[src/verilog/twt_pkg.sv]
// Constants, opcodes and timing for the three-wire thermometer command port.
// Assumes a 200 MHz mclk; long counts are overridable at the top module.
// Operation
// Single-conversion set: start runs one conversion, then standby.
// Single-conversion clear: start runs conversions repeatedly until stopped.
// Resolution bits pick 9 to 12 bits and 93.75 to 750 ms.
// Transactions start with select high; bus ignored while select low.
// Select falling ends the transaction and floats the data line.
// Host drops select after every complete transaction.
// Commands and data shift least significant bit first.
// Written bits are sampled on the rising clock edge.
// Read bits driven on falling edge, floated after the rising edge.
// Start, stop and software reset finish at the eighth bit.
// Host sends write data right after the last command bit.
// Writes keep only the needed bits; extra bits are discarded.
// Writes commit only after 12 or 8 bits; short ones discarded.
// Read data follows the command byte, then zeros until deselect.
// Opcodes 51h start, 22h stop, 54h software reset.
// Opcodes AAh, A1h, A2h read temperature, upper and lower limits.
// Opcode ACh reads and 0Ch writes the configuration byte.
// Opcodes 01h and 02h write upper and lower limits.
// Stop command halts repeating conversions in continuous mode.
// Software reset stops conversion and restores power-up state; code keeps limits and resolution, host-control and single bits.
// Temperature read returns the last completed conversion.
// Host waits 10 ms after a write before the next write.
// Host-control bit set disables stand-alone; clear enables it deselected.
// Stand-alone: convert held low repeats; pulse under 10 ms converts once.
// Bits counted from select rise; first eight form the command.
package twt_pkg;
    localparam int CLK_PERIOD_NS = 5;
    localparam int CONV_TIME_9B_US = 93750;
    localparam int CONV_TIME_10B_US = 187500;
    localparam int CONV_TIME_11B_US = 375000;
    localparam int CONV_TIME_12B_US = 750000;
    localparam int SA_PULSE_TIME_US = 10000;
    localparam int NV_WRITE_TIME_US = 10000;
    localparam int CONV_CYC_9B = CONV_TIME_9B_US * 1000 / CLK_PERIOD_NS;
    localparam int CONV_CYC_10B = CONV_TIME_10B_US * 1000 / CLK_PERIOD_NS;
    localparam int CONV_CYC_11B = CONV_TIME_11B_US * 1000 / CLK_PERIOD_NS;
    localparam int CONV_CYC_12B = CONV_TIME_12B_US * 1000 / CLK_PERIOD_NS;
    localparam int SA_PULSE_CYC = SA_PULSE_TIME_US * 1000 / CLK_PERIOD_NS;
    localparam int NV_WRITE_CYC = NV_WRITE_TIME_US * 1000 / CLK_PERIOD_NS;

    localparam logic [7:0] OP_START_CONV = 8'h51;
    localparam logic [7:0] OP_STOP_CONV = 8'h22;
    localparam logic [7:0] OP_SOFT_RESET = 8'h54;
    localparam logic [7:0] OP_READ_TEMP = 8'haa;
    localparam logic [7:0] OP_READ_UPPER = 8'ha1;
    localparam logic [7:0] OP_READ_LOWER = 8'ha2;
    localparam logic [7:0] OP_WRITE_UPPER = 8'h01;
    localparam logic [7:0] OP_WRITE_LOWER = 8'h02;
    localparam logic [7:0] OP_READ_CONFIG = 8'hac;
    localparam logic [7:0] OP_WRITE_CONFIG = 8'h0c;

    localparam int CMD_BITS = 8;
    localparam int LIMIT_BITS = 12;
    localparam int CONFIG_BITS = 8;

    // conversion_config field positions
    localparam int CFG_DONE = 7;
    localparam int CFG_HIGH_FLAG = 6;
    localparam int CFG_LOW_FLAG = 5;
    localparam int CFG_NV_BUSY = 4;
    localparam int CFG_RES_HI = 3;
    localparam int CFG_RES_LO = 2;
    localparam int CFG_HOST_CTRL = 1;
    localparam int CFG_SINGLE = 0;

    localparam logic RST_RES_HIGH = 1'b1;
    localparam logic RST_RES_LOW = 1'b1;
    localparam logic RST_HOST_CTRL = 1'b0;
    localparam logic RST_SINGLE = 1'b0;
    localparam logic [11:0] RST_UPPER_LIMIT = 12'h000;
    localparam logic [11:0] RST_LOWER_LIMIT = 12'h000;
    localparam logic [11:0] RST_TEMPERATURE = 12'h000;

    // Unused low bits read as zero at coarser resolutions
    function automatic logic [11:0] twt_res_mask(input logic [1:0] res);
        unique case (res)
            2'h0: twt_res_mask = 12'hff8;
            2'h1: twt_res_mask = 12'hffc;
            2'h2: twt_res_mask = 12'hffe;
            2'h3: twt_res_mask = 12'hfff;
        endcase
    endfunction
endpackage

[src/verilog/twt_conv_if.sv]
// Control and status between the command port and the conversion timer.
// Both ends run on mclk; start, stop and last are one-cycle pulses.
`timescale 1ns/10ps
interface twt_conv_if;
    logic start;
    logic stop;
    logic last;
    logic single;
    logic [1:0] res;
    logic busy;
    logic done;

    modport ctrl (output start, output stop, output last, output single,
                  output res, input busy, input done);
    modport engine (input start, input stop, input last, input single,
                    input res, output busy, output done);
endinterface

[src/verilog/twt_conv_timer.sv]
// Conversion timer: times one conversion per resolution and repeats
// unless in single mode. Assumes mclk domain pulses on the interface.
`timescale 1ns/10ps
module twt_conv_timer
#(
    parameter int CNT_W = 28,
    parameter int CYC_9B = twt_pkg::CONV_CYC_9B,
    parameter int CYC_10B = twt_pkg::CONV_CYC_10B,
    parameter int CYC_11B = twt_pkg::CONV_CYC_11B,
    parameter int CYC_12B = twt_pkg::CONV_CYC_12B
)
(
    input wire logic mclk,
    input wire logic nrst,
    twt_conv_if.engine conv
);
    import twt_pkg::*;

    // Counter must hold the longest conversion
    if (CYC_12B > 2 ** CNT_W || CYC_9B < 1)
    begin : g_bad_param
        $error("twt_conv_timer: count parameters out of range");
    end

    typedef enum logic {TWT_IDLE, TWT_RUN} twt_tstate_e;

    twt_tstate_e state;
    logic [CNT_W-1:0] cnt;
    logic [CNT_W-1:0] target;
    logic single_q;
    logic done_q;

    always_comb
    begin
        unique case (conv.res)
            2'h0: target = CNT_W'(CYC_9B - 1);
            2'h1: target = CNT_W'(CYC_10B - 1);
            2'h2: target = CNT_W'(CYC_11B - 1);
            2'h3: target = CNT_W'(CYC_12B - 1);
        endcase
    end

    always_ff @(posedge mclk)
    begin
        if (!nrst || conv.stop)
        begin
            state <= TWT_IDLE;
            cnt <= '0;
            single_q <= 1'b0;
            done_q <= 1'b0;
        end
        else if (conv.start)
        begin
            state <= TWT_RUN;
            cnt <= '0;
            single_q <= conv.single;
            done_q <= 1'b0;
        end
        else
        begin
            done_q <= 1'b0;
            if (conv.last)
                single_q <= 1'b1;
            if (state == TWT_RUN)
            begin
                if (cnt >= target)
                begin
                    done_q <= 1'b1;
                    cnt <= '0;
                    if (single_q || conv.last)
                        state <= TWT_IDLE;
                end
                else
                    cnt <= cnt + 1'b1;
            end
        end
    end

    assign conv.busy = (state == TWT_RUN);
    assign conv.done = done_q;
endmodule // twt_conv_timer

[src/verilog/twt_cmd_port.sv]
// Three-wire command port of a thermometer: decodes commands, holds the
// limit and configuration registers and steers the conversion timer.
// Assumes select, clock, data and convert pins are asynchronous to mclk,
// with the link clock far slower than mclk.
`timescale 1ns/10ps
module twt_cmd_port
#(
    parameter int CONV_CYC_9B_P = twt_pkg::CONV_CYC_9B,
    parameter int CONV_CYC_10B_P = twt_pkg::CONV_CYC_10B,
    parameter int CONV_CYC_11B_P = twt_pkg::CONV_CYC_11B,
    parameter int CONV_CYC_12B_P = twt_pkg::CONV_CYC_12B,
    parameter int SA_PULSE_CYC_P = twt_pkg::SA_PULSE_CYC,
    parameter int NV_WRITE_CYC_P = twt_pkg::NV_WRITE_CYC
)
(
    input wire logic mclk,
    input wire logic nrst,
    input wire logic xfer_select,
    input wire logic clock_or_convert_n,
    input wire logic dq_in,
    output logic dq_out,
    output logic dq_oe,
    input wire logic [11:0] temp_sample,
    output logic [11:0] temperature,
    output logic converting
);
    import twt_pkg::*;

    localparam int CNT_W = 28;
    localparam int SA_W = 24;

    generate
        if (CONV_CYC_12B_P >= 2 ** CNT_W || CONV_CYC_9B_P < 1 ||
            SA_PULSE_CYC_P >= 2 ** SA_W || SA_PULSE_CYC_P < 1 ||
            NV_WRITE_CYC_P >= 2 ** SA_W || NV_WRITE_CYC_P < 1)
        begin : g_bad_param
            $error("twt_cmd_port: timing parameter out of range");
        end
    endgenerate

    typedef enum logic [1:0] {PH_CMD, PH_WRITE, PH_READ, PH_DONE} twt_phase_e;

    twt_conv_if conv ();

    twt_conv_timer #(
        .CNT_W(CNT_W),
        .CYC_9B(CONV_CYC_9B_P),
        .CYC_10B(CONV_CYC_10B_P),
        .CYC_11B(CONV_CYC_11B_P),
        .CYC_12B(CONV_CYC_12B_P)
    ) u_timer (
        .mclk(mclk),
        .nrst(nrst),
        .conv(conv)
    );

    logic sel_s1, sel_s2, sel_q;
    logic clk_s1, clk_s2, clk_q;
    logic dq_s1, dq_s2;
    logic cnv_s1, cnv_s2, cnv_q;

    always_ff @(posedge mclk)
    begin
        if (!nrst)
        begin
            sel_s1 <= 1'b0;
            sel_s2 <= 1'b0;
            sel_q <= 1'b0;
            clk_s1 <= 1'b1;
            clk_s2 <= 1'b1;
            clk_q <= 1'b1;
            dq_s1 <= 1'b0;
            dq_s2 <= 1'b0;
            cnv_s1 <= 1'b1;
            cnv_s2 <= 1'b1;
            cnv_q <= 1'b1;
        end
        else
        begin
            sel_s1 <= xfer_select;
            sel_s2 <= sel_s1;
            sel_q <= sel_s2;
            clk_s1 <= clock_or_convert_n;
            clk_s2 <= clk_s1;
            clk_q <= clk_s2;
            dq_s1 <= dq_in;
            dq_s2 <= dq_s1;
            cnv_s1 <= clock_or_convert_n;
            cnv_s2 <= cnv_s1;
            cnv_q <= cnv_s2;
        end
    end

    logic clk_rise, clk_fall, sel_rise;
    assign clk_rise = sel_s2 & clk_s2 & ~clk_q;
    assign clk_fall = sel_s2 & ~clk_s2 & clk_q;
    assign sel_rise = sel_s2 & ~sel_q;

    twt_phase_e phase;
    logic [4:0] bit_cnt;
    logic [7:0] cmd_sh;
    logic [7:0] op;
    logic [11:0] wr_sh;
    logic [15:0] rd_sh;
    logic [7:0] next_cmd;
    logic [11:0] next_wr;
    logic cmd_done, wr_last, sw_por;
    logic [4:0] wr_need;

    // Conversion_config storage
    logic cfg_high_flag, cfg_low_flag;
    logic cfg_res_high, cfg_res_low, cfg_host_ctrl, cfg_single;
    logic [11:0] upper_limit, lower_limit;
    logic [23:0] nv_cnt;
    logic [7:0] cfg_read;
    logic [11:0] mask;

    assign next_cmd = {dq_s2, cmd_sh[7:1]};
    assign next_wr = {dq_s2, wr_sh[11:1]};
    assign cmd_done = clk_rise && phase == PH_CMD &&
                      bit_cnt == 5'(CMD_BITS - 1);
    assign sw_por = cmd_done && next_cmd == OP_SOFT_RESET;
    assign wr_need = (op == OP_WRITE_CONFIG) ? 5'(CONFIG_BITS)
                                             : 5'(LIMIT_BITS);
    assign wr_last = clk_rise && phase == PH_WRITE &&
                     bit_cnt == wr_need - 5'h01;
    assign mask = twt_res_mask({cfg_res_high, cfg_res_low});
    assign cfg_read = {~conv.busy, cfg_high_flag, cfg_low_flag,
                       nv_cnt != '0, cfg_res_high, cfg_res_low,
                       cfg_host_ctrl, cfg_single};

    // Command and data framing
    always_ff @(posedge mclk)
    begin
        if (!nrst || !sel_s2)
        begin
            phase <= PH_CMD;
            bit_cnt <= '0;
            cmd_sh <= '0;
            op <= '0;
            wr_sh <= '0;
        end
        else if (clk_rise)
        begin
            unique case (phase)
                PH_CMD:
                begin
                    cmd_sh <= next_cmd;
                    bit_cnt <= bit_cnt + 5'h01;
                    if (cmd_done)
                    begin
                        op <= next_cmd;
                        bit_cnt <= '0;
                        unique case (next_cmd)
                            OP_WRITE_UPPER, OP_WRITE_LOWER, OP_WRITE_CONFIG:
                                phase <= PH_WRITE;
                            OP_READ_TEMP, OP_READ_UPPER, OP_READ_LOWER,
                            OP_READ_CONFIG:
                                phase <= PH_READ;
                            default:
                                phase <= PH_DONE;
                        endcase
                    end
                end
                PH_WRITE:
                begin
                    wr_sh <= next_wr;
                    bit_cnt <= bit_cnt + 5'h01;
                    if (wr_last)
                        phase <= PH_DONE;
                end
                PH_READ, PH_DONE:
                    bit_cnt <= bit_cnt;
            endcase
        end
    end

    // Read shifter and data pin
    always_ff @(posedge mclk)
    begin
        if (!nrst || !sel_s2)
        begin
            rd_sh <= '0;
            dq_out <= 1'b0;
            dq_oe <= 1'b0;
        end
        else if (cmd_done)
        begin
            unique case (next_cmd)
                OP_READ_TEMP: rd_sh <= {4'h0, temperature};
                OP_READ_UPPER: rd_sh <= {4'h0, upper_limit};
                OP_READ_LOWER: rd_sh <= {4'h0, lower_limit};
                OP_READ_CONFIG: rd_sh <= {8'h00, cfg_read};
                default: rd_sh <= '0;
            endcase
        end
        else if (clk_fall && phase == PH_READ)
        begin
            dq_out <= rd_sh[0];
            rd_sh <= {1'b0, rd_sh[15:1]};
            dq_oe <= 1'b1;
        end
        else if (clk_rise)
            dq_oe <= 1'b0;
    end

    // Limit and configuration registers
    always_ff @(posedge mclk)
    begin
        if (!nrst)
        begin
            cfg_res_high <= RST_RES_HIGH;
            cfg_res_low <= RST_RES_LOW;
            cfg_host_ctrl <= RST_HOST_CTRL;
            cfg_single <= RST_SINGLE;
            upper_limit <= RST_UPPER_LIMIT;
            lower_limit <= RST_LOWER_LIMIT;
        end
        else if (wr_last)
        begin
            unique case (op)
                OP_WRITE_UPPER: upper_limit <= next_wr & mask;
                OP_WRITE_LOWER: lower_limit <= next_wr & mask;
                OP_WRITE_CONFIG:
                begin
                    cfg_res_high <= next_wr[4 + CFG_RES_HI];
                    cfg_res_low <= next_wr[4 + CFG_RES_LO];
                    cfg_host_ctrl <= next_wr[4 + CFG_HOST_CTRL];
                    cfg_single <= next_wr[4 + CFG_SINGLE];
                end
                default: upper_limit <= upper_limit;
            endcase
        end
    end

    // Volatile flags and the nonvolatile busy window
    always_ff @(posedge mclk)
    begin
        if (!nrst || sw_por)
        begin
            cfg_high_flag <= 1'b0;
            cfg_low_flag <= 1'b0;
            nv_cnt <= '0;
        end
        else if (wr_last)
        begin
            if (op == OP_WRITE_CONFIG)
            begin
                cfg_high_flag <= next_wr[4 + CFG_HIGH_FLAG];
                cfg_low_flag <= next_wr[4 + CFG_LOW_FLAG];
            end
            nv_cnt <= 24'(NV_WRITE_CYC_P);
        end
        else if (nv_cnt != '0)
            nv_cnt <= nv_cnt - 24'h000001;
    end

    // Result register
    always_ff @(posedge mclk)
    begin
        if (!nrst || sw_por)
            temperature <= RST_TEMPERATURE;
        else if (conv.done)
            temperature <= temp_sample & mask;
    end

    // Stand-alone convert pin tracking
    logic sa_en, sa_run;
    logic [23:0] sa_cnt;
    assign sa_en = ~cfg_host_ctrl & ~sel_s2;

    always_ff @(posedge mclk)
    begin
        if (!nrst || sw_por || sel_rise)
        begin
            sa_run <= 1'b0;
            sa_cnt <= '0;
        end
        else if (sa_en && !cnv_s2 && cnv_q)
        begin
            sa_run <= 1'b1;
            sa_cnt <= '0;
        end
        else if (sa_run && cnv_s2)
            sa_run <= 1'b0;
        else if (sa_run && sa_cnt != 24'(SA_PULSE_CYC_P))
            sa_cnt <= sa_cnt + 24'h000001;
    end

    // Conversion requests
    always_ff @(posedge mclk)
    begin
        if (!nrst)
        begin
            conv.start <= 1'b0;
            conv.stop <= 1'b0;
            conv.last <= 1'b0;
            conv.single <= 1'b0;
        end
        else
        begin
            conv.start <= 1'b0;
            conv.stop <= 1'b0;
            conv.last <= 1'b0;
            if (sw_por)
                conv.stop <= 1'b1;
            else if (cmd_done && next_cmd == OP_START_CONV)
            begin
                conv.start <= 1'b1;
                conv.single <= cfg_single;
            end
            else if (cmd_done && next_cmd == OP_STOP_CONV && !conv.single)
                conv.stop <= 1'b1;
            else if (sel_rise && sa_run)
                conv.stop <= 1'b1;
            else if (sa_en && !cnv_s2 && cnv_q)
            begin
                conv.start <= 1'b1;
                conv.single <= 1'b0;
            end
            else if (sa_run && cnv_s2)
            begin
                if (sa_cnt < 24'(SA_PULSE_CYC_P))
                    conv.last <= 1'b1;
                else
                    conv.stop <= 1'b1;
            end
        end
    end

    assign conv.res = {cfg_res_high, cfg_res_low};

    always_ff @(posedge mclk)
    begin
        if (!nrst)
            converting <= 1'b0;
        else
            converting <= conv.busy;
    end
endmodule // twt_cmd_port

[config.mk]
export PLATFORM = sky130hd
export DESIGN_NAME = twt_cmd_port
export DESIGN_NICKNAME = d
export VERILOG_FILES = /design/src/verilog/twt_pkg.sv /design/src/verilog/twt_conv_if.sv /design/src/verilog/twt_conv_timer.sv /design/src/verilog/twt_cmd_port.sv
export SDC_FILE = /design/constraint.sdc
export NUM_CORES = 1
export LEC_CHECK = 0
export BUFFER_PORTS_ARGS = -buffer_cell sky130_fd_sc_hd__buf_2
export CORE_MARGIN = 5
export CORE_UTILIZATION = 40
export DETAILED_ROUTE_END_ITERATION = 8
export PLACE_DENSITY = 0.53
export RECOVER_POWER = 100
export SYNTH_ARGS = -nofsm -noshare
export SYNTH_HDL_FRONTEND = slang
export SYNTH_SLANG_ARGS = --single-unit
[constraint.sdc]
create_clock -name mclk -period 2.9 [get_ports mclk]
set_input_delay 0.29 -clock mclk [delete_from_list [all_inputs] [get_ports mclk]]
set_output_delay 0.29 -clock mclk [all_outputs]
set_load 0.02 [all_outputs]
==> results of run 1 <==
[kinds of logic after synthesis]
family	after synthesis	synth area share
simple gates	433	0.265
compound gates	193	0.143
buf+inv	74	0.0355
xor+xnor	61	0.0626
fa+ha+maj	33	0.0484
flops	182	0.427
mux	16	0.0188
[state kept, by name, summed over array words and instances, names as in the netlist, 7 cells and up]
name	cells
nv_cnt	24
u_timer.cnt	28
wr_sh	11
temperature	12
cmd_sh	7
lower_limit	12
sa_cnt	24
op	8
upper_limit	12
rd_sh	12
[synth_stat cells (3+ instances only)]
| cell | instances |
|---|---|
| sky130_fd_sc_hd__a222oi_1 | 10 |
| sky130_fd_sc_hd__nand3_1 | 61 |
| sky130_fd_sc_hd__nor3_1 | 51 |
| sky130_fd_sc_hd__inv_1 | 19 |
| sky130_fd_sc_hd__or4_1 | 4 |
| sky130_fd_sc_hd__nand3b_1 | 6 |
| sky130_fd_sc_hd__nor2_1 | 75 |
| sky130_fd_sc_hd__a21boi_0 | 8 |
| sky130_fd_sc_hd__nand2b_1 | 14 |
| sky130_fd_sc_hd__and3_1 | 13 |
| sky130_fd_sc_hd__nor2b_1 | 9 |
| sky130_fd_sc_hd__and2_1 | 12 |
| sky130_fd_sc_hd__o31ai_1 | 5 |
| sky130_fd_sc_hd__xnor2_1 | 25 |
| sky130_fd_sc_hd__o211ai_1 | 9 |
| sky130_fd_sc_hd__and4_1 | 10 |
| sky130_fd_sc_hd__dfxtp_1 | 182 |
| sky130_fd_sc_hd__nor4_1 | 15 |
| sky130_fd_sc_hd__mux2i_1 | 16 |
| sky130_fd_sc_hd__o21a_1 | 3 |
| sky130_fd_sc_hd__o22ai_1 | 9 |
| sky130_fd_sc_hd__clkbuf_1 | 42 |
| sky130_fd_sc_hd__xor2_1 | 36 |
| sky130_fd_sc_hd__a21oi_1 | 72 |
| sky130_fd_sc_hd__nand4_1 | 27 |
| sky130_fd_sc_hd__nand2_1 | 98 |
| sky130_fd_sc_hd__a211oi_1 | 5 |
| sky130_fd_sc_hd__o41ai_1 | 3 |
| sky130_fd_sc_hd__a31oi_1 | 3 |
| sky130_fd_sc_hd__o2111ai_1 | 6 |
| sky130_fd_sc_hd__buf_4 | 3 |
| sky130_fd_sc_hd__nor4b_1 | 6 |
| sky130_fd_sc_hd__buf_1 | 4 |
| sky130_fd_sc_hd__ha_1 | 33 |
| sky130_fd_sc_hd__or3_1 | 11 |
| sky130_fd_sc_hd__buf_2 | 5 |
| sky130_fd_sc_hd__or2_2 | 4 |
| sky130_fd_sc_hd__o21ai_0 | 42 |
[layer usage]
| metal | part of all wire | vias up |
|---|---|---|
| met2 | 0.45 | 108 |
| met1 | 0.51 | 3325 |
| met4 | 0.012 | 0 |
| met3 | 0.024 | 22 |
| li1 | - | 3646 |
| met5 | 0 | - |
[path summary, 6_finish.rpt]
kind	from	endpoint	slack, ps	depth (start not counted)
max	cfg_res_low	u_timer.cnt[3]	170	10
min	clock_or_convert_n	cnv_s1	30	2
max reg2reg	cfg_res_low	u_timer.cnt[3]	170	10
min reg2reg	cnv_s1	cnv_s2	420	1
[power breakdown]
group | internal (mW) | switching, mW | total [mW]
Combinational | 0.0222 | 0.0606 | 0.0827
Clock | 1.20 | 1.18 | 2.37
Sequential | 2.50 | 0.00797 | 2.51
Total | 3.73 | 1.24 | 4.97
[layout make-up]
class / count / area, µm² / share of cell area
multi-input combinational: 736 / 4610 / 0.481
tap: 275 / 344 / 0.0359
clock inverter: 14 / 173 / 0.0180
timing repair buffer: 57 / 307 / 0.0320
clock buffer: 18 / 439 / 0.0458
inverter: 19 / 71.3 / 0.00744
sequential: 182 / 3640 / 0.380
[stage by stage]
| step | setup WS [ps] | hold slack (ps) |
|---|---|---|
| 2_1_floorplan | 314 | 386 |
| 3_3_place_gp | 229 | 393 |
| 3_5_place_dp | 106 | 398 |
| 4_1_cts | 66.4 | 21.5 |
| 5_1_grt | -78.5 | 27.3 |
| 6_report | 165 | 33.3 |
==> impl.org, run 1 <==
** Clocking
- The clock passes through at most 2 buffers.
- Clock latency at the later pin of the worst-skew pair :: about 440 ps
- Post CTS Setup Buffer Count :: 0
- Number of buffers created by CTS :: 17
- CTS placed an instance of sky130_fd_sc_hd__clkbuf_16 at the clock tree root.
- Clock transition at the register clock pins on the worst setup and hold paths after CTS :: 80 ps
- CTS tree :: yes
- Hold_buf cts :: 0
- In this run, post-CTS repair resized a total of 0 instances.
- Counting every sink on the clock net gives about 180.
- # H-tree levels :: 4

** Final layout
- Final antenna diode count :: 0
- From synthesis to final layout, the design area changed by 12.3%.
- Total number of nets in the final design :: 1,063
- Summed area of non-filler cells in the final layout :: ~9600 µm²
- Commonest non-fill, non-tap cell in the layout :: sky130_fd_sc_hd__dfxtp_1
- Core utilization of the finished layout :: 0.456
- Share of layout cells above drive strength 1 :: 0.0858
- The layout has 2,088 filler cells.
- Excluding fillers, the count of instances in the completed layout stands at 1,301.
- The top cell types in the final layout, fill and taps aside, are sky130_fd_sc_hd__dfxtp_1, sky130_fd_sc_hd__nand2_1, sky130_fd_sc_hd__nor2_1.

** Power and ir drop
- Design Power :: 4.97 mW
- For this design the ratio of total power to cell area is 518 nW/µm².
- Reported leakage power :: 3.34 nW
- IR analysis of the VDD net gives a maximum drop of 0.352 mV.

** Yosys
- For this run, asynchronously set or reset flops after synthesis account for 0.
- Syn_nets :: 1,042
- Gate count after technology mapping :: 992
- After synthesis, the mean cell area works out to 8.61 µm².
- Summed over all instances, the cell type with the most area after synthesis is sky130_fd_sc_hd__dfxtp_1.
- Post-Synthesis Cell Area :: 8540 µm²
- Fraction of synthesized cell area taken by the top area cell type :: 0.427
- Prevailing post-synth register cell :: sky130_fd_sc_hd__dfxtp_1
- Top area cells in the synthesized netlist :: sky130_fd_sc_hd__dfxtp_1, sky130_fd_sc_hd__ha_1, sky130_fd_sc_hd__nand2_1, sky130_fd_sc_hd__a21oi_1, sky130_fd_sc_hd__xor2_1
- Post-synthesis sequential element count :: 182
- Warning count from the yosys run :: 0
- Synthesis instantiated 64 different standard cells from the library.
- Number of enable-type register cells in the synthesized netlist :: 0
- Seq/Total Area, Yosys :: 0.427

** Critical path
- The critical path contains buffers and inverters numbering 2 combined.
- Cell Chain, Critical Path :: inv_1 -> ha_1 -> nor2_1 -> ha_1 -> a2111oi_1 -> o21ai_0 -> o221ai_2 -> a31oi_2 -> buf_4 -> nor3_1
- Cell repeated most along the worst path :: sky130_fd_sc_hd__ha_1
- Kind of end point of the critical path :: register
- The critical path in this run is classified as register to register.
- The worst setup path is launched from a register.
- Along the worst path, the maximum fanout reaches 19.
- Data on the critical path is required at its endpoint by 3240 ps.
- Dominant delay contributor by cell family on the critical path :: compound AO/OA/AOI/OAI gates
- For this design, the slowest cell found on the critical path is sky130_fd_sc_hd__a2111oi_1.
- In this design, the stage delay of the slowest critical-path cell is 470 ps.
- Endpoint arrival time on the critical path :: 3070 ps

** GRT
- The first global-routing pass estimated ~35,000 µm of wire.
- Entering global routing, the biggest net connects 42 pins.
- In the global route stage, met1 resource usage came out at 0.255.
- For this run, the total global-route usage over all layers was measured as 0.176.
- The number of global-route vias before repair is 6,611.
- Busiest layer in global routing :: met2
- In the global route stage, met3 resource usage came out at 0.0255.
- Met2 global-route usage :: 0.276
- Summed over all layers, the global routing overflow is 0.
- Number of antenna violations at the first check in global routing :: 0

** STA
- The final hold violation count is 0.
- Dividing the final minimum period by the clock period gives 0.943.
- Final setup fails :: 0
- On the final layout, the worst clock skew is 16.5 ps.
- Sum of negative setup slack :: 0 ps
- Slew HR :: -0.166
- Static timing analysis puts the maximum clock frequency at about 0.37 GHz.
- The number of pins with negative max-slew slack in the final report is 42.
- At the pin with the least slew margin, the transition time is ~1700 ps.
- The worst path in the final design needs a cycle of between 2000 and 3000 ps, including I/O delays and setup.

** Floorplanning
- Initial cell density of the core :: 0.406
- Placement Rows :: 53
- Placeable core region :: roughly 21,000 µm²
- For this design the top-level I/O count stands at 32.
- Measured along the y axis, the die boundary spans 156 µm.
- Die boundary width :: 156 µm
- Die Area :: ~24,000 µm²

** Detailed routing
- For this block, the routed nets add up to 21,200 µm of wire.
- The final route contains between 7,000 and 8,000 vias.
- Router iterations before antenna repair :: 5
- Final ANT Viol Nets :: 0
- Routed length per instance :: between 15 and 20 µm
- In the routed design, unresolved DRC markers number 0.
- Detailed Route Iter0 Violations :: roughly 470
- Using the TritonRoute via totals, the vias-per-cell ratio works out to 5.46.

** Place
- Area after DPL :: 9020 µm²
- Count of port buffers added during placement :: 31
- Placer congestion estimate :: 0.854
- Half-perimeter wire length of the detailed placement result :: 14,400 µm
- Once placement completed, the tool counted placed cells totaling 1,269.

** Run status
- Failing checks :: capacitance limit, slew limit
- The run finished, with violations left.

** Flow run
- Number of maximum-capacitance violations :: 1

** Hold path
- The path class of the tightest hold or removal check is input port to register.
Note: power is estimated with default switching activity, not from simulation.
==> inputs of run 2 (changes only) <==
--- a/config.mk
+++ b/config.mk
@@ -6,10 +6,10 @@
 export NUM_CORES = 1
 export LEC_CHECK = 0
 export BUFFER_PORTS_ARGS = -buffer_cell sky130_fd_sc_hd__buf_2
-export CORE_MARGIN = 5
+export CORE_MARGIN = 8
 export CORE_UTILIZATION = 40
 export DETAILED_ROUTE_END_ITERATION = 8
-export PLACE_DENSITY = 0.53
+export PLACE_DENSITY = 0.55
 export RECOVER_POWER = 100
 export SYNTH_ARGS = -nofsm -noshare
 export SYNTH_HDL_FRONTEND = slang
==> constraint.sdc (replaced) <==
create_clock -name mclk -period 2.4 [get_ports mclk]
set_input_delay 0.24 -clock mclk [delete_from_list [all_inputs] [get_ports mclk]]
set_output_delay 0.24 -clock mclk [all_outputs]
set_load 0.02 [all_outputs]
==> impl.org, run 2 (synthesized netlist as in run 1, its figures left out) <==
** STA
- The maximum clock skew at final layout is 14.7 ps (was 16.5 ps).
- The part of the cycle the worst path needs came to 1.02 (was 0.943).
- The maximum clock rate is 0.407 GHz (was 0.366 GHz).
- RSZ-0062 raised after global routing :: yes
- The final setup violation count was 25 (was 0).
- The accumulated negative setup slack was -895 ps (was 0 ps).
- Number of slew-limit violations in the final report :: 44 (was 42)
- The clock period minus final worst setup slack is 2460 ps (was 2730 ps).
- The actual transition at the worst max-transition pin is 1830 ps (was 1750 ps).
- Final Hold Violating Endpoints :: 0 (unchanged)
- Setup slack of the critical path after layout :: -55.6 ps (was 165 ps)
- The relative max-transition margin was -0.220 (was -0.166).

** Clocking
- Worst-case clock buffer depth :: 2 (unchanged)
- Clock latency at the later pin of the worst-skew pair :: 440 ps (about the same)
- # H-tree levels :: 4 (unchanged)
- The clock buffer count from CTS came to 17 (unchanged).
- The total clock sinks is 182 (unchanged).
- The root buffer cell was sky130_fd_sc_hd__clkbuf_16 (unchanged).
- The CTS tree is yes (unchanged).
- The clock slew seen by the registers of the worst setup and hold paths came to 80 ps (about the same).

** Final layout
- The register with the most flip-flops is u_timer.cnt (unchanged).
- Number of non-filler instances in the completed layout :: 1,353 (was 1,301)
- The area of all placed cells without fillers came to 10,300 µm² (was 9590 µm²).
- Most frequent cells in the layout :: sky130_fd_sc_hd__dfxtp_1, sky130_fd_sc_hd__nand2_1, sky130_fd_sc_hd__nor2_1 (unchanged)
- The total area of multi-input combinational cells came to 4870 µm² (was 4610 µm²).
- Largest registers: u_timer.cnt: 28 flops, nv_cnt: 24 flops, sa_cnt: 24 flops (unchanged).
- Register cell area after layout :: 3650 µm² (was 3640 µm²)
- The commonest non-fill, non-tap cell in the layout is sky130_fd_sc_hd__dfxtp_1 (unchanged).
- The fraction of final layout cells with drive strength greater than 1 is 0.160 (was 0.0858).
- Final antenna diode count :: 0 (unchanged)
- Number of flip-flops under the largest register name :: 28 (unchanged)
- The number of nets in the layout came to 1,115 (was 1,063).
- Number of inserted filler cells in the final layout :: 2,015 (was 2,088)
- The layout-stage area growth over the synthesis result was 20.7% (was 12.3%).

** Floorplanning
- Die extent in y :: 162 µm (was 156 µm)
- Die boundary width :: 162 µm (was 156 µm)
- Die Area :: 26,300 µm² (was 24,400 µm²)
- The area of the placeable core was 21,000 µm² (unchanged).
- Placement Rows :: 53 (unchanged)
- The number of top-level pins came to 32 (unchanged).
- The effective utilization at floorplan is 0.406 (unchanged).

** Detailed routing
- The post-route antenna net violation count is 0 (unchanged).
- Post-route DRC :: 0 (unchanged)
- The first-pass detailed-route iteration total was 8 (was 5).
- Total wire length after detailed routing :: 22,100 µm (was 21,200 µm)
- Routed via count divided by cell count :: 5.46 (about the same)
- Vias :: 7,385 (was 7,101)
- Detailed Route Iter0 Violations :: 398 (was 474)
- Routed length per instance :: 16.3 µm (about the same)

** GRT
- The global routing usage summed across all routing layers was 0.166 (was 0.176).
- First-pass GRT wire length :: 35,600 µm (was 35,000 µm)
- GRT overflow :: 0 (unchanged)
- The number of antenna violations at the first check in global routing was 0 (unchanged).
- The number of global-route vias before repair came to 6,976 (was 6,611).
- The pin count of the biggest net entering global routing is 44 (was 42).

** Power and ir drop
- The leakage power total is 3.62 nW (was 3.34 nW).
- Worst VDD drop :: 0.432 mV (was 0.352 mV)
- The total power was 6.09 mW (was 4.97 mW).
- Power density cells :: 591 nW/µm² (was 518 nW/µm²)

** Place
- Area after DPL :: 9390 µm² (was 9020 µm²)
- The estimated wirelength of the detail-placed design was 14,900 µm (was 14,400 µm).
- The placed instance count was 1,311 (was 1,269).
- The number of buffer cells added on primary ports is 31 (unchanged).
- Placer congestion estimate :: 0.837 (was 0.854)
- Worst Setup Slack post-DPL :: -120 ps (was 106 ps)

** Critical path
- The category of the worst setup path launch point is a register (unchanged).
- Worst Setup SP :: cfg_res_high (was cfg_res_low)
- Endpoint arrival time on the critical path :: 2740 ps (was 3070 ps)
- The required arrival time at the worst endpoint is 2690 ps (was 3240 ps).
- Biggest fanout along the worst timing path :: 6 (was 19)
- Critical path type :: register to register (unchanged)
- The launch instance of the worst register-to-register path is cfg_res_high (was cfg_res_low).
- Kind of end point of the critical path :: register (unchanged)

** Run status
- Failing checks: capacitance limit, slew limit, setup timing (was capacitance limit, slew limit).
- Outcome :: complete, but fails checks (unchanged)

** Hold path
- The startpoint of the most critical hold path is temp_sample[11] (was clock_or_convert_n).
- The type of the worst min-delay path is input port to register (unchanged).

** Flow run
- Number of maximum-capacitance violations :: 1 (unchanged)
-- run 2: cell types whose count changed in the layout (fill, tap and decap cells not counted), sizes merged --
cell / before / now
clkinvlp: 0 / 2
bufinv: 0 / 2
bufbuf: 0 / 1
buf: 33 / 72
clkinv: 6 / 3
dlygate4sd3: 0 / 2
clkbuf: 42 / 52
inv: 27 / 26
-- run 2: metrics by stage --
| step | util | hold WS (ps) |
|---|---|---|
| floorplan | - | 341 |
| global placement | 0.447 | 415 |
| detailed placement | 0.447 | 422 |
| CTS | 0.481 | 10.6 |
| global route | 0.490 | 25.3 |
| finish | 0.490 | 30.8 |
-- run 2: worst paths after layout --
| kind | to | cells after the start | slack [ps] |
|---|---|---|---|
| max reg2reg | u_timer.cnt[15] | 11 | -60 |
| max | u_timer.cnt[15] | 11 | -60 |
| min | temperature[11] | 3 | 30 |
| min reg2reg | dq_s2 | 1 | 440 |
-- run 2: worst max-delay path, cell delays in order, from the launching register on --
cell                        delay (ps)
sky130_fd_sc_hd__dfxtp_4           420
sky130_fd_sc_hd__inv_4              60
sky130_fd_sc_hd__ha_4              170
sky130_fd_sc_hd__buf_6             120
sky130_fd_sc_hd__ha_4              250
sky130_fd_sc_hd__nand4_1           130
sky130_fd_sc_hd__nor4_2            360
sky130_fd_sc_hd__o221ai_2          200
sky130_fd_sc_hd__a31oi_4           230
sky130_fd_sc_hd__buf_6             160
sky130_fd_sc_hd__clkbuf_16         160
sky130_fd_sc_hd__nor3_2             50
-- run 2: cell type report --
class	count	share of cell area
Inverter	19	0.00741
Clock inverter	14	0.0175
Tap cell	275	0.0334
Clock buffer	18	0.0426
Timing Repair Buffer	109	0.0725
Multi-Input combinational cell	736	0.473
Sequential cell	182	0.354
-- run 2: routing by layer --
layer / track usage / wire [µm] / vias to the layer above
met5: 0 / 0 / -
met4: 0.0551 / 333 / 0
met3: 0.0261 / 646 / 23
met2: 0.262 / 10100 / 119
met1: 0.225 / 10900 / 3500
li1: - / - / 3743
-- run 2: timing repair --
action                     4_1_cts  5_1_grt
gates cloned                     2        1
hold buffers                     2        0
gates resized for setup         12       46
pin swaps                        3       14
hold endpoints to repair         2        0
setup endpoints to repair       28       35
setup buffers                    2        3
-- run 2: where the power goes --
part / internal [mW] / switching [mW] / total (mW)
logic: 0.0339 / 0.0791 / 0.113
registers: 3.03 / 0.00660 / 3.03
clock network: 1.61 / 1.33 / 2.94
total: 4.67 / 1.42 / 6.09
